[src/include/ucb_defs.vh]
// Constants of the current unbalance decision block.
// Assumes inclusion by bare name from the design files.
`ifndef UCB_DEFS_VH
`define UCB_DEFS_VH

// ==========================================================
// Register indices
`define UCB_ADDR_CTRL 4'h0
`define UCB_ADDR_PCT 4'h1
`define UCB_ADDR_DELAY 4'h2
`define UCB_ADDR_STATE 4'h3
`define UCB_ADDR_INT_STAT 4'h4
`define UCB_ADDR_INT_MASK 4'h5

// ==========================================================
// Field positions
`define UCB_CTRL_ENABLE 0
`define UCB_CTRL_START_ONLY 1
`define UCB_ST_START 0
`define UCB_ST_TRIP 1
`define UCB_ST_DIFF 2
`define UCB_ST_SUFFICIENT 3
`define UCB_ST_BELOW_FAULT 4
`define UCB_INT_START_ON 0
`define UCB_INT_START_OFF 1
`define UCB_INT_TRIP_ON 2
`define UCB_INT_TRIP_OFF 3

// ==========================================================
// Reset values and setting ranges
`define UCB_RST_ENABLE 1'h0
`define UCB_RST_START_ONLY 1'h0
`define UCB_RST_PCT 7'h32
`define UCB_PCT_MIN 7'h0A
`define UCB_PCT_MAX 7'h5A
`define UCB_RST_DELAY 16'h03E8
`define UCB_DELAY_MIN 16'h0064
`define UCB_DELAY_MAX 16'hEA60
`define UCB_RST_MASK 4'h0

// ==========================================================
// Ratios: window 1/10 and 3/2 of rated, reset ratio 19/20
`define UCB_LOW_DIV 4'hA
`define UCB_HIGH_NUM 2'h3
`define UCB_HIGH_DEN 2'h2
`define UCB_RESET_NUM 5'h13
`define UCB_RESET_DEN 5'h14
`define UCB_PERCENT 7'h64

// ==========================================================
// Timing
`define UCB_CLK_HZ 50000000
`define UCB_TICK_US 1000
`define UCB_TICK_CYCLES ((`UCB_CLK_HZ / 1000000) * `UCB_TICK_US)

`endif

[src/hw/ucb_decision.v]
// Current unbalance decision logic with settings registers and events.
// Assumes magnitudes, blocking input and register port on the same clock.
//
// Local design decisions: the address-and-strobe port and the placing of the registers.
`timescale 1ns/100ps
`default_nettype none
`include "ucb_defs.vh"

// Behaviour
// Combine flags, enable, start-only, blocking; default off
// Difference percentage of maximum above setting
// Start only when maximum above 0.1 rated
// Start only when maximum below 1.5 rated
// Start-only mode suppresses trip; default false
// Start percentage 10 to 90, default 50
// Delay 100 to 60000 ms, default 1000
// Delay timed from fault condition appearance
// Blocking input holds start and trip inactive
// General start while conditions met, enabled, unblocked
// General trip after condition persists set delay
// On/off events for start and trip changes
// Difference flag releases below 0.95 of setting
// Condition loss clears timer and trip
module ucb_decision #(
    parameter MAG_W = 16,
    parameter [MAG_W-1:0] RATED_MAG = 16'h1000,
    parameter TICK_CYCLES = `UCB_TICK_CYCLES
) (
    // Clock and reset
    input wire clock_i,
    input wire rst_b_i,
    // Phase magnitudes and blocking
    input wire [MAG_W-1:0] mag_l1_i,
    input wire [MAG_W-1:0] mag_l2_i,
    input wire [MAG_W-1:0] mag_l3_i,
    input wire unbalance_block_input_i,
    // Register port
    input wire [3:0] reg_addr_i,
    input wire [15:0] reg_wdata_i,
    input wire reg_wr_i,
    input wire reg_rd_i,
    output reg [15:0] reg_rdata_o,
    // Protection outputs
    output reg unbalance_general_start_o,
    output reg unbalance_general_trip_o,
    // Events
    output reg start_event_o,
    output reg start_event_value_o,
    output reg trip_event_o,
    output reg trip_event_value_o,
    // Interrupt
    output reg irq_o
);

    localparam PRE_W = 32;
    localparam [PRE_W-1:0] TICK_LAST = TICK_CYCLES - 1;

    // ==========================================================
    // Declarations
    reg enable_ff;
    reg start_only_ff;
    reg [6:0] pct_ff;
    reg [15:0] delay_ff;
    reg [3:0] int_stat_ff;
    reg [3:0] int_mask_ff;
    reg [PRE_W-1:0] pre_ff;
    reg [15:0] ms_ff;
    reg nxt_enable;
    reg nxt_start_only;
    reg [6:0] nxt_pct;
    reg [15:0] nxt_delay;
    reg [3:0] nxt_int_stat;
    reg [3:0] nxt_int_mask;
    reg [15:0] nxt_rdata;
    reg [PRE_W-1:0] nxt_pre;
    reg [15:0] nxt_ms;
    reg nxt_start;
    reg nxt_trip;
    reg [3:0] events;
    wire diff_flag;
    wire max_current_sufficient_flag;
    wire max_current_below_fault_flag;
    wire fault_cond;
    wire wr_ctrl;
    wire wr_pct;
    wire wr_delay;
    wire wr_mask;
    wire rd_int;

    // ==========================================================
    // Magnitude evaluation
    ucb_evaluate #(
        .MAG_W(MAG_W),
        .RATED_MAG(RATED_MAG)
    ) u_evaluate (
        .clock_i(clock_i),
        .rst_b_i(rst_b_i),
        .mag_l1_i(mag_l1_i),
        .mag_l2_i(mag_l2_i),
        .mag_l3_i(mag_l3_i),
        .pct_i(pct_ff),
        .diff_flag_o(diff_flag),
        .max_current_sufficient_flag_o(max_current_sufficient_flag),
        .max_current_below_fault_flag_o(max_current_below_fault_flag)
    );

    // ==========================================================
    // Write decode and interrupt status read decode
    assign wr_ctrl = reg_wr_i && (reg_addr_i == `UCB_ADDR_CTRL);
    assign wr_pct = reg_wr_i && (reg_addr_i == `UCB_ADDR_PCT);
    assign wr_delay = reg_wr_i && (reg_addr_i == `UCB_ADDR_DELAY);
    assign wr_mask = reg_wr_i && (reg_addr_i == `UCB_ADDR_INT_MASK);
    assign rd_int = reg_rd_i && (reg_addr_i == `UCB_ADDR_INT_STAT);

    // ==========================================================
    // Settings
    always @* begin
        nxt_enable = enable_ff;
        nxt_start_only = start_only_ff;
        nxt_pct = pct_ff;
        nxt_delay = delay_ff;
        nxt_int_mask = int_mask_ff;
        if (wr_ctrl) begin
            nxt_enable = reg_wdata_i[`UCB_CTRL_ENABLE];
            nxt_start_only = reg_wdata_i[`UCB_CTRL_START_ONLY];
        end
        if (wr_pct) begin
            // Clamp to the allowed percentage range
            if (reg_wdata_i < {9'h000, `UCB_PCT_MIN}) begin
                nxt_pct = `UCB_PCT_MIN;
            end else if (reg_wdata_i > {9'h000, `UCB_PCT_MAX}) begin
                nxt_pct = `UCB_PCT_MAX;
            end else begin
                nxt_pct = reg_wdata_i[6:0];
            end
        end
        if (wr_delay) begin
            // Clamp to the allowed delay range
            if (reg_wdata_i < `UCB_DELAY_MIN) begin
                nxt_delay = `UCB_DELAY_MIN;
            end else if (reg_wdata_i > `UCB_DELAY_MAX) begin
                nxt_delay = `UCB_DELAY_MAX;
            end else begin
                nxt_delay = reg_wdata_i;
            end
        end
        if (wr_mask) begin
            nxt_int_mask = reg_wdata_i[3:0];
        end
    end

    // ==========================================================
    // Start condition
    assign fault_cond = diff_flag
        && max_current_sufficient_flag
        && max_current_below_fault_flag
        && enable_ff
        && !unbalance_block_input_i;

    // ==========================================================
    // Delay timer
    always @* begin
        nxt_pre = pre_ff;
        nxt_ms = ms_ff;
        nxt_start = fault_cond;
        nxt_trip = 1'b0;
        if (!fault_cond) begin
            // Loss of condition restarts timing from zero
            nxt_pre = {PRE_W{1'b0}};
            nxt_ms = 16'h0000;
        end else begin
            // Timing runs from the condition itself
            if (pre_ff == TICK_LAST) begin
                nxt_pre = {PRE_W{1'b0}};
                if (ms_ff != 16'hFFFF) begin
                    nxt_ms = ms_ff + 16'h0001;
                end
            end else begin
                nxt_pre = pre_ff + {{(PRE_W-1){1'b0}}, 1'b1};
            end
            if ((nxt_ms >= delay_ff) && !start_only_ff) begin
                nxt_trip = 1'b1;
            end
        end
    end

    // ==========================================================
    // Events and interrupt status
    always @* begin
        events = 4'h0;
        events[`UCB_INT_START_ON] = nxt_start && !unbalance_general_start_o;
        events[`UCB_INT_START_OFF] = !nxt_start && unbalance_general_start_o;
        events[`UCB_INT_TRIP_ON] = nxt_trip && !unbalance_general_trip_o;
        events[`UCB_INT_TRIP_OFF] = !nxt_trip && unbalance_general_trip_o;
        nxt_int_stat = int_stat_ff;
        if (rd_int) begin
            nxt_int_stat = 4'h0;
        end
        // A new event wins over the clearing read
        nxt_int_stat = nxt_int_stat | events;
    end

    // ==========================================================
    // Read data
    always @* begin
        nxt_rdata = 16'h0000;
        if (reg_rd_i) begin
            case (reg_addr_i)
                `UCB_ADDR_CTRL: begin
                    nxt_rdata[`UCB_CTRL_ENABLE] = enable_ff;
                    nxt_rdata[`UCB_CTRL_START_ONLY] = start_only_ff;
                end
                `UCB_ADDR_PCT: begin
                    nxt_rdata = {9'h000, pct_ff};
                end
                `UCB_ADDR_DELAY: begin
                    nxt_rdata = delay_ff;
                end
                `UCB_ADDR_STATE: begin
                    nxt_rdata[`UCB_ST_START] = unbalance_general_start_o;
                    nxt_rdata[`UCB_ST_TRIP] = unbalance_general_trip_o;
                    nxt_rdata[`UCB_ST_DIFF] = diff_flag;
                    nxt_rdata[`UCB_ST_SUFFICIENT] = max_current_sufficient_flag;
                    nxt_rdata[`UCB_ST_BELOW_FAULT] = max_current_below_fault_flag;
                end
                `UCB_ADDR_INT_STAT: begin
                    nxt_rdata = {12'h000, int_stat_ff};
                end
                `UCB_ADDR_INT_MASK: begin
                    nxt_rdata = {12'h000, int_mask_ff};
                end
                default: begin
                    nxt_rdata = 16'h0000;
                end
            endcase
        end
    end

    // ==========================================================
    // Registers
    always @(posedge clock_i) begin
        if (!rst_b_i) begin
            enable_ff <= `UCB_RST_ENABLE;
            start_only_ff <= `UCB_RST_START_ONLY;
            pct_ff <= `UCB_RST_PCT;
            delay_ff <= `UCB_RST_DELAY;
            int_stat_ff <= 4'h0;
            int_mask_ff <= `UCB_RST_MASK;
            pre_ff <= {PRE_W{1'b0}};
            ms_ff <= 16'h0000;
            reg_rdata_o <= 16'h0000;
            unbalance_general_start_o <= 1'b0;
            unbalance_general_trip_o <= 1'b0;
            start_event_o <= 1'b0;
            start_event_value_o <= 1'b0;
            trip_event_o <= 1'b0;
            trip_event_value_o <= 1'b0;
            irq_o <= 1'b0;
        end else begin
            enable_ff <= nxt_enable;
            start_only_ff <= nxt_start_only;
            pct_ff <= nxt_pct;
            delay_ff <= nxt_delay;
            int_stat_ff <= nxt_int_stat;
            int_mask_ff <= nxt_int_mask;
            pre_ff <= nxt_pre;
            ms_ff <= nxt_ms;
            reg_rdata_o <= nxt_rdata;
            unbalance_general_start_o <= nxt_start;
            unbalance_general_trip_o <= nxt_trip;
            start_event_o <= nxt_start != unbalance_general_start_o;
            start_event_value_o <= nxt_start;
            trip_event_o <= nxt_trip != unbalance_general_trip_o;
            trip_event_value_o <= nxt_trip;
            irq_o <= |(nxt_int_stat & nxt_int_mask);
        end
    end

endmodule
`default_nettype wire

[src/hw/ucb_evaluate.v]
// Phase magnitude evaluation: unbalance percentage and current window flags.
// Assumes magnitudes come from logic on the same clock.
`timescale 1ns/100ps
`default_nettype none
`include "ucb_defs.vh"

module ucb_evaluate #(
    parameter MAG_W = 16,
    parameter [MAG_W-1:0] RATED_MAG = 16'h1000
) (
    // Clock and reset
    input wire clock_i,
    input wire rst_b_i,
    // Magnitudes and setting
    input wire [MAG_W-1:0] mag_l1_i,
    input wire [MAG_W-1:0] mag_l2_i,
    input wire [MAG_W-1:0] mag_l3_i,
    input wire [6:0] pct_i,
    // Flags
    output reg diff_flag_o,
    output reg max_current_sufficient_flag_o,
    output reg max_current_below_fault_flag_o
);

    localparam W = MAG_W + 16;

    reg [MAG_W-1:0] max_mag;
    reg [MAG_W-1:0] min_mag;
    reg [W-1:0] diff_scaled;
    reg [W-1:0] limit;
    reg [W-1:0] diff_hyst;
    reg [W-1:0] limit_hyst;
    reg nxt_diff;

    // ==========================================================
    // Largest and smallest phase
    always @* begin
        max_mag = mag_l1_i;
        min_mag = mag_l1_i;
        if (mag_l2_i > max_mag) begin
            max_mag = mag_l2_i;
        end
        if (mag_l3_i > max_mag) begin
            max_mag = mag_l3_i;
        end
        if (mag_l2_i < min_mag) begin
            min_mag = mag_l2_i;
        end
        if (mag_l3_i < min_mag) begin
            min_mag = mag_l3_i;
        end
    end

    // ==========================================================
    // Percentage compare with reset ratio
    always @* begin
        diff_scaled = {{(W-MAG_W){1'b0}}, max_mag - min_mag} * {{(W-7){1'b0}}, `UCB_PERCENT};
        limit = {{(W-MAG_W){1'b0}}, max_mag} * {{(W-7){1'b0}}, pct_i};
        diff_hyst = diff_scaled * {{(W-5){1'b0}}, `UCB_RESET_DEN};
        limit_hyst = limit * {{(W-5){1'b0}}, `UCB_RESET_NUM};
        nxt_diff = diff_flag_o;
        if (diff_scaled > limit) begin
            nxt_diff = 1'b1;
        end else if (diff_hyst < limit_hyst) begin
            nxt_diff = 1'b0;
        end
    end

    always @(posedge clock_i) begin
        if (!rst_b_i) begin
            diff_flag_o <= 1'b0;
            max_current_sufficient_flag_o <= 1'b0;
            max_current_below_fault_flag_o <= 1'b0;
        end else begin
            diff_flag_o <= nxt_diff;
            // Above one tenth of rated current
            max_current_sufficient_flag_o <= ({{(W-MAG_W){1'b0}}, max_mag}
                * {{(W-4){1'b0}}, `UCB_LOW_DIV}) > {{(W-MAG_W){1'b0}}, RATED_MAG};
            // Below one and a half times rated current
            max_current_below_fault_flag_o <= ({{(W-MAG_W){1'b0}}, max_mag}
                * {{(W-2){1'b0}}, `UCB_HIGH_DEN})
                < ({{(W-MAG_W){1'b0}}, RATED_MAG} * {{(W-2){1'b0}}, `UCB_HIGH_NUM});
        end
    end

endmodule
`default_nettype wire

[config.mk]
export PLATFORM = sky130hd
export DESIGN_NAME = ucb_decision
export DESIGN_NICKNAME = d
export VERILOG_FILES = /design/src/hw/ucb_decision.v /design/src/hw/ucb_evaluate.v
export VERILOG_INCLUDE_DIRS = /design/src /design/src/include
export SDC_FILE = /design/constraint.sdc
export NUM_CORES = 1
export LEC_CHECK = 0
export ABC_AREA = 1
export BUFFER_PORTS_ARGS = -buffer_cell sky130_fd_sc_hd__buf_4
export CAP_MARGIN = 10
export CORE_MARGIN = 2
export CORE_UTILIZATION = 43
export CTS_CLUSTER_DIAMETER = 150
export DETAILED_ROUTE_END_ITERATION = 8
export HOLD_SLACK_MARGIN = 0.03
export PLACE_DENSITY_LB_ADDON = 0.3
export SLEW_MARGIN = 20
export SYNTH_ARGS = -nofsm -noshare
export SYNTH_HDL_FRONTEND = slang
export SYNTH_SLANG_ARGS = --single-unit
[constraint.sdc]
create_clock -name clock_i -period 32.8 [get_ports clock_i]
set_clock_uncertainty 0.2 [all_clocks]
set_input_delay 6.56 -clock clock_i [delete_from_list [all_inputs] [get_ports clock_i]]
set_output_delay 6.56 -clock clock_i [all_outputs]
set_load 0.01 [all_outputs]
==> flow_summary.json <==
{
  "tightestPinTransition_ns": 1.04,
  "ys_warn_count": 0,
  "crit_path_frequent_cell": "nand2_1",
  "avgSynthCellArea_um2": 7.23,
  "seq_area_frac_synth_pct": 12.3,
  "ant_nets": 0,
  "drv_cap": 0,
  "gp_congestion": 0.934,
  "die_w_um": 203,
  "worstSetupStartpointType": "primary input",
  "dp.final_hpwl_um": 37500,
  "slew_viol_final": 0,
  "slowest_delay_ns": 0.62,
  "drt_first_pass_iters": 7,
  "async_flop_share_pct": 0,
  "crit_buf_inv": 13,
  "design.die.area_um2": 41400,
  "setup_viol": 0,
  "area_delta_synth_final_pct": 8.93,
  "h-tree-depth": 3,
  "synthCells": 2366,
  "grt_max_degree": 35,
  "netlist.area_leader.share_pct": 24.5,
  "worstSetupPathType": "in2reg",
  "die_h_um": 203,
  "antenna_found_initial": 0,
  "yosys_most_used_dff": "dfxtp_1",
  "netlist_area_um2": 17100,
  "synthTopCellsByCount": "474 x inv_1, 357 x nand2_1, 335 x ha_1, 200 x nor2_1, 185 x a21oi_1",
  "drt_iter0_markers": 862,
  "viasPerCell": 5.13,
  "cts-resized-gates": 0,
  "grt_overflow": 0,
  "synthMostInstantiatedCell": "inv_1",
  "layout.nets": 2951,
  "end_kind": "register",
  "wl_um": 43700,
  "avgRoutedWirePerCell_um": 14.7,
  "track_usage_pct": 21.1,
  "cts.sinks": 105,
  "critPathSlowestCell": "nand2_1",
  "maxSlewHeadroom_pct": 29.7,
  "holdCritPathClass": "reg2reg",
  "cts_buffer_depth": 2,
  "max_freq_mhz": 53.0,
  "cp.arrival_ns": 18.95,
  "crit_family": "adder cells",
  "clkLatencyLatePin_ns": 0.36,
  "drc": 0,
  "synth_cell_types": 64,
  "initial_core_util_pct": 43.4,
  "grt_pass1_vias": 14800,
  "placementRows": 73,
  "hold_viol_final": 0,
  "n_antenna_cell": 0,
  "fin_setup_tns_ns": 0,
  "cts_root_buf": "clkbuf_16",
  "clk_pin_slew_ns": 0.08,
  "cp_max_fo": 34,
  "finalCritPeriodShare_pct": 57.5,
  "coreArea_um2": 39500,
  "fin_crit_ns": 18.86,
  "outcome": "completed",
  "tritoncts": "done",
  "rsz0062_at_grt": "false",
  "ys_top_cells_by_area": "ha_1 24%, dfxtp_1 12%, fa_1 12%",
  "r2r_slack_ns": 23.59,
  "synth_edf_count": 0,
  "grt_first_pass_wirelength_um": 71300,
  "hold_buffers": 0,
  "dr_total_vias": 15200,
  "postCtsSetupBuffers": 0,
  "numCtsBuffers": 9,
  "whs_ns": 0.267,
  "drive_gt1_share_pct": 8.01,
  "cp_data_required_time_ns": 32.89,
  "ios": 96,
  "synthesis.nets": 2876,
  "io_buffer_count": 95,
  "synth_top_cell_by_area": "ha_1",
  "ys_seq_elements": 105
}
-- final timing paths --
| path | from | to | cells after the start |
|---|---|---|---|
| max | mag_l1_i[15] | u_evaluate.diff_flag_o$_SDFFE_PN0P_ | 64 |
| min | delay_ff[5]$_SDFFE_PN1P_ | reg_rdata_o[5]$_SDFF_PN0_ | 2 |
| max reg2reg | pct_ff[3]$_SDFFE_PN0P_ | u_evaluate.diff_flag_o$_SDFFE_PN0P_ | 44 |
| min reg2reg | delay_ff[5]$_SDFFE_PN1P_ | reg_rdata_o[5]$_SDFF_PN0_ | 2 |
-- placed cells by master (no fill, tap or decap), types with 7 or more instances in the layout --
cell type,Yosys,routed
nor3_1,42,42
nand3_1,65,65
xor2_1,82,82
nor2_1,200,199
xnor2_1,31,31
o22ai_1,9,9
nor2_2,8,9
nand4_1,26,26
o21ai_1,32,32
fa_1,102,102
o21ai_2,13,13
o211ai_1,13,13
a21o_1,10,10
a211oi_1,12,12
nor4_1,17,17
dfxtp_1,105,105
o21ai_0,85,85
o21bai_1,14,14
clkbuf_16,0,9
nand2_1,357,357
a21oi_1,185,185
ha_1,335,335
inv_2,32,32
inv_1,474,474
buf_4,3,96
a21boi_1,7,7
a31oi_1,7,7
-- area by class of cell --
cell class	instances	area, um^2
Clock inverter	7	62.6
Multi-Input combinational cell	1721	13000
Clock buffer	9	225
Tap cell	525	657
Inverter	508	1910
Fill cell	3988	20800
Timing Repair Buffer	96	721
Sequential cell	105	2100
-- through the flow --
| stage | instances | utilization [%] | area (um^2) | setup WS (ns) |
|---|---|---|---|---|
| 6_report | 2971 | 47.2 | 18600 | 13.94 |
| 5_1_grt | 2971 | 47.2 | 18600 | 12.57 |
| 3_3_place_gp | 2955 | 46.5 | 18300 | 13.95 |
| 3_5_place_dp | 2955 | 46.5 | 18300 | 13.56 |
| 4_1_cts | 2971 | 47.2 | 18600 | 13.95 |
| 2_1_floorplan | 2366 | - | 17100 | 15.45 |
-- worst reg2reg max path: cells and delay by family, from the launching register on --
family | cells | cell delay, ns
buf+inv | 10 | 1.03
xor+xnor | 1 | 0.33
flops | 1 | 0.38
simple gates | 11 | 1.30
compound gates | 13 | 2.03
fa+ha+maj | 9 | 3.87
-- sequential cells by signal (all words and copies together) (netlist names), 4 cells and up --
signal,count
delay_ff,16
int_mask_ff,4
int_stat_ff,4
ms_ff,16
pct_ff,7
pre_ff,32
reg_rdata_o,16
-- metal layers --
layer	track usage (%)	wire, um	up-vias
met3	2.81	2010	46
met1	28.1	20500	7022
met4	5.40	1010	0
met5	0	0	-
met2	35.8	20200	344
li1	-	-	7827
-- cell families after synthesis --
group / Yosys count / synth area share [%]
AND/OR/NAND/NOR: 752 / 19.4
buffers and inverters: 540 / 12.0
adder cells (fa/ha/maj): 437 / 36.4
AO/OA/AOI/OAI: 419 / 14.2
XOR/XNOR: 113 / 5.78
flip-flops: 105 / 12.3
Power is left out: the tool's default activity adds up to more than one toggle a clock period on the data nets, which glitch-free logic cannot reach.
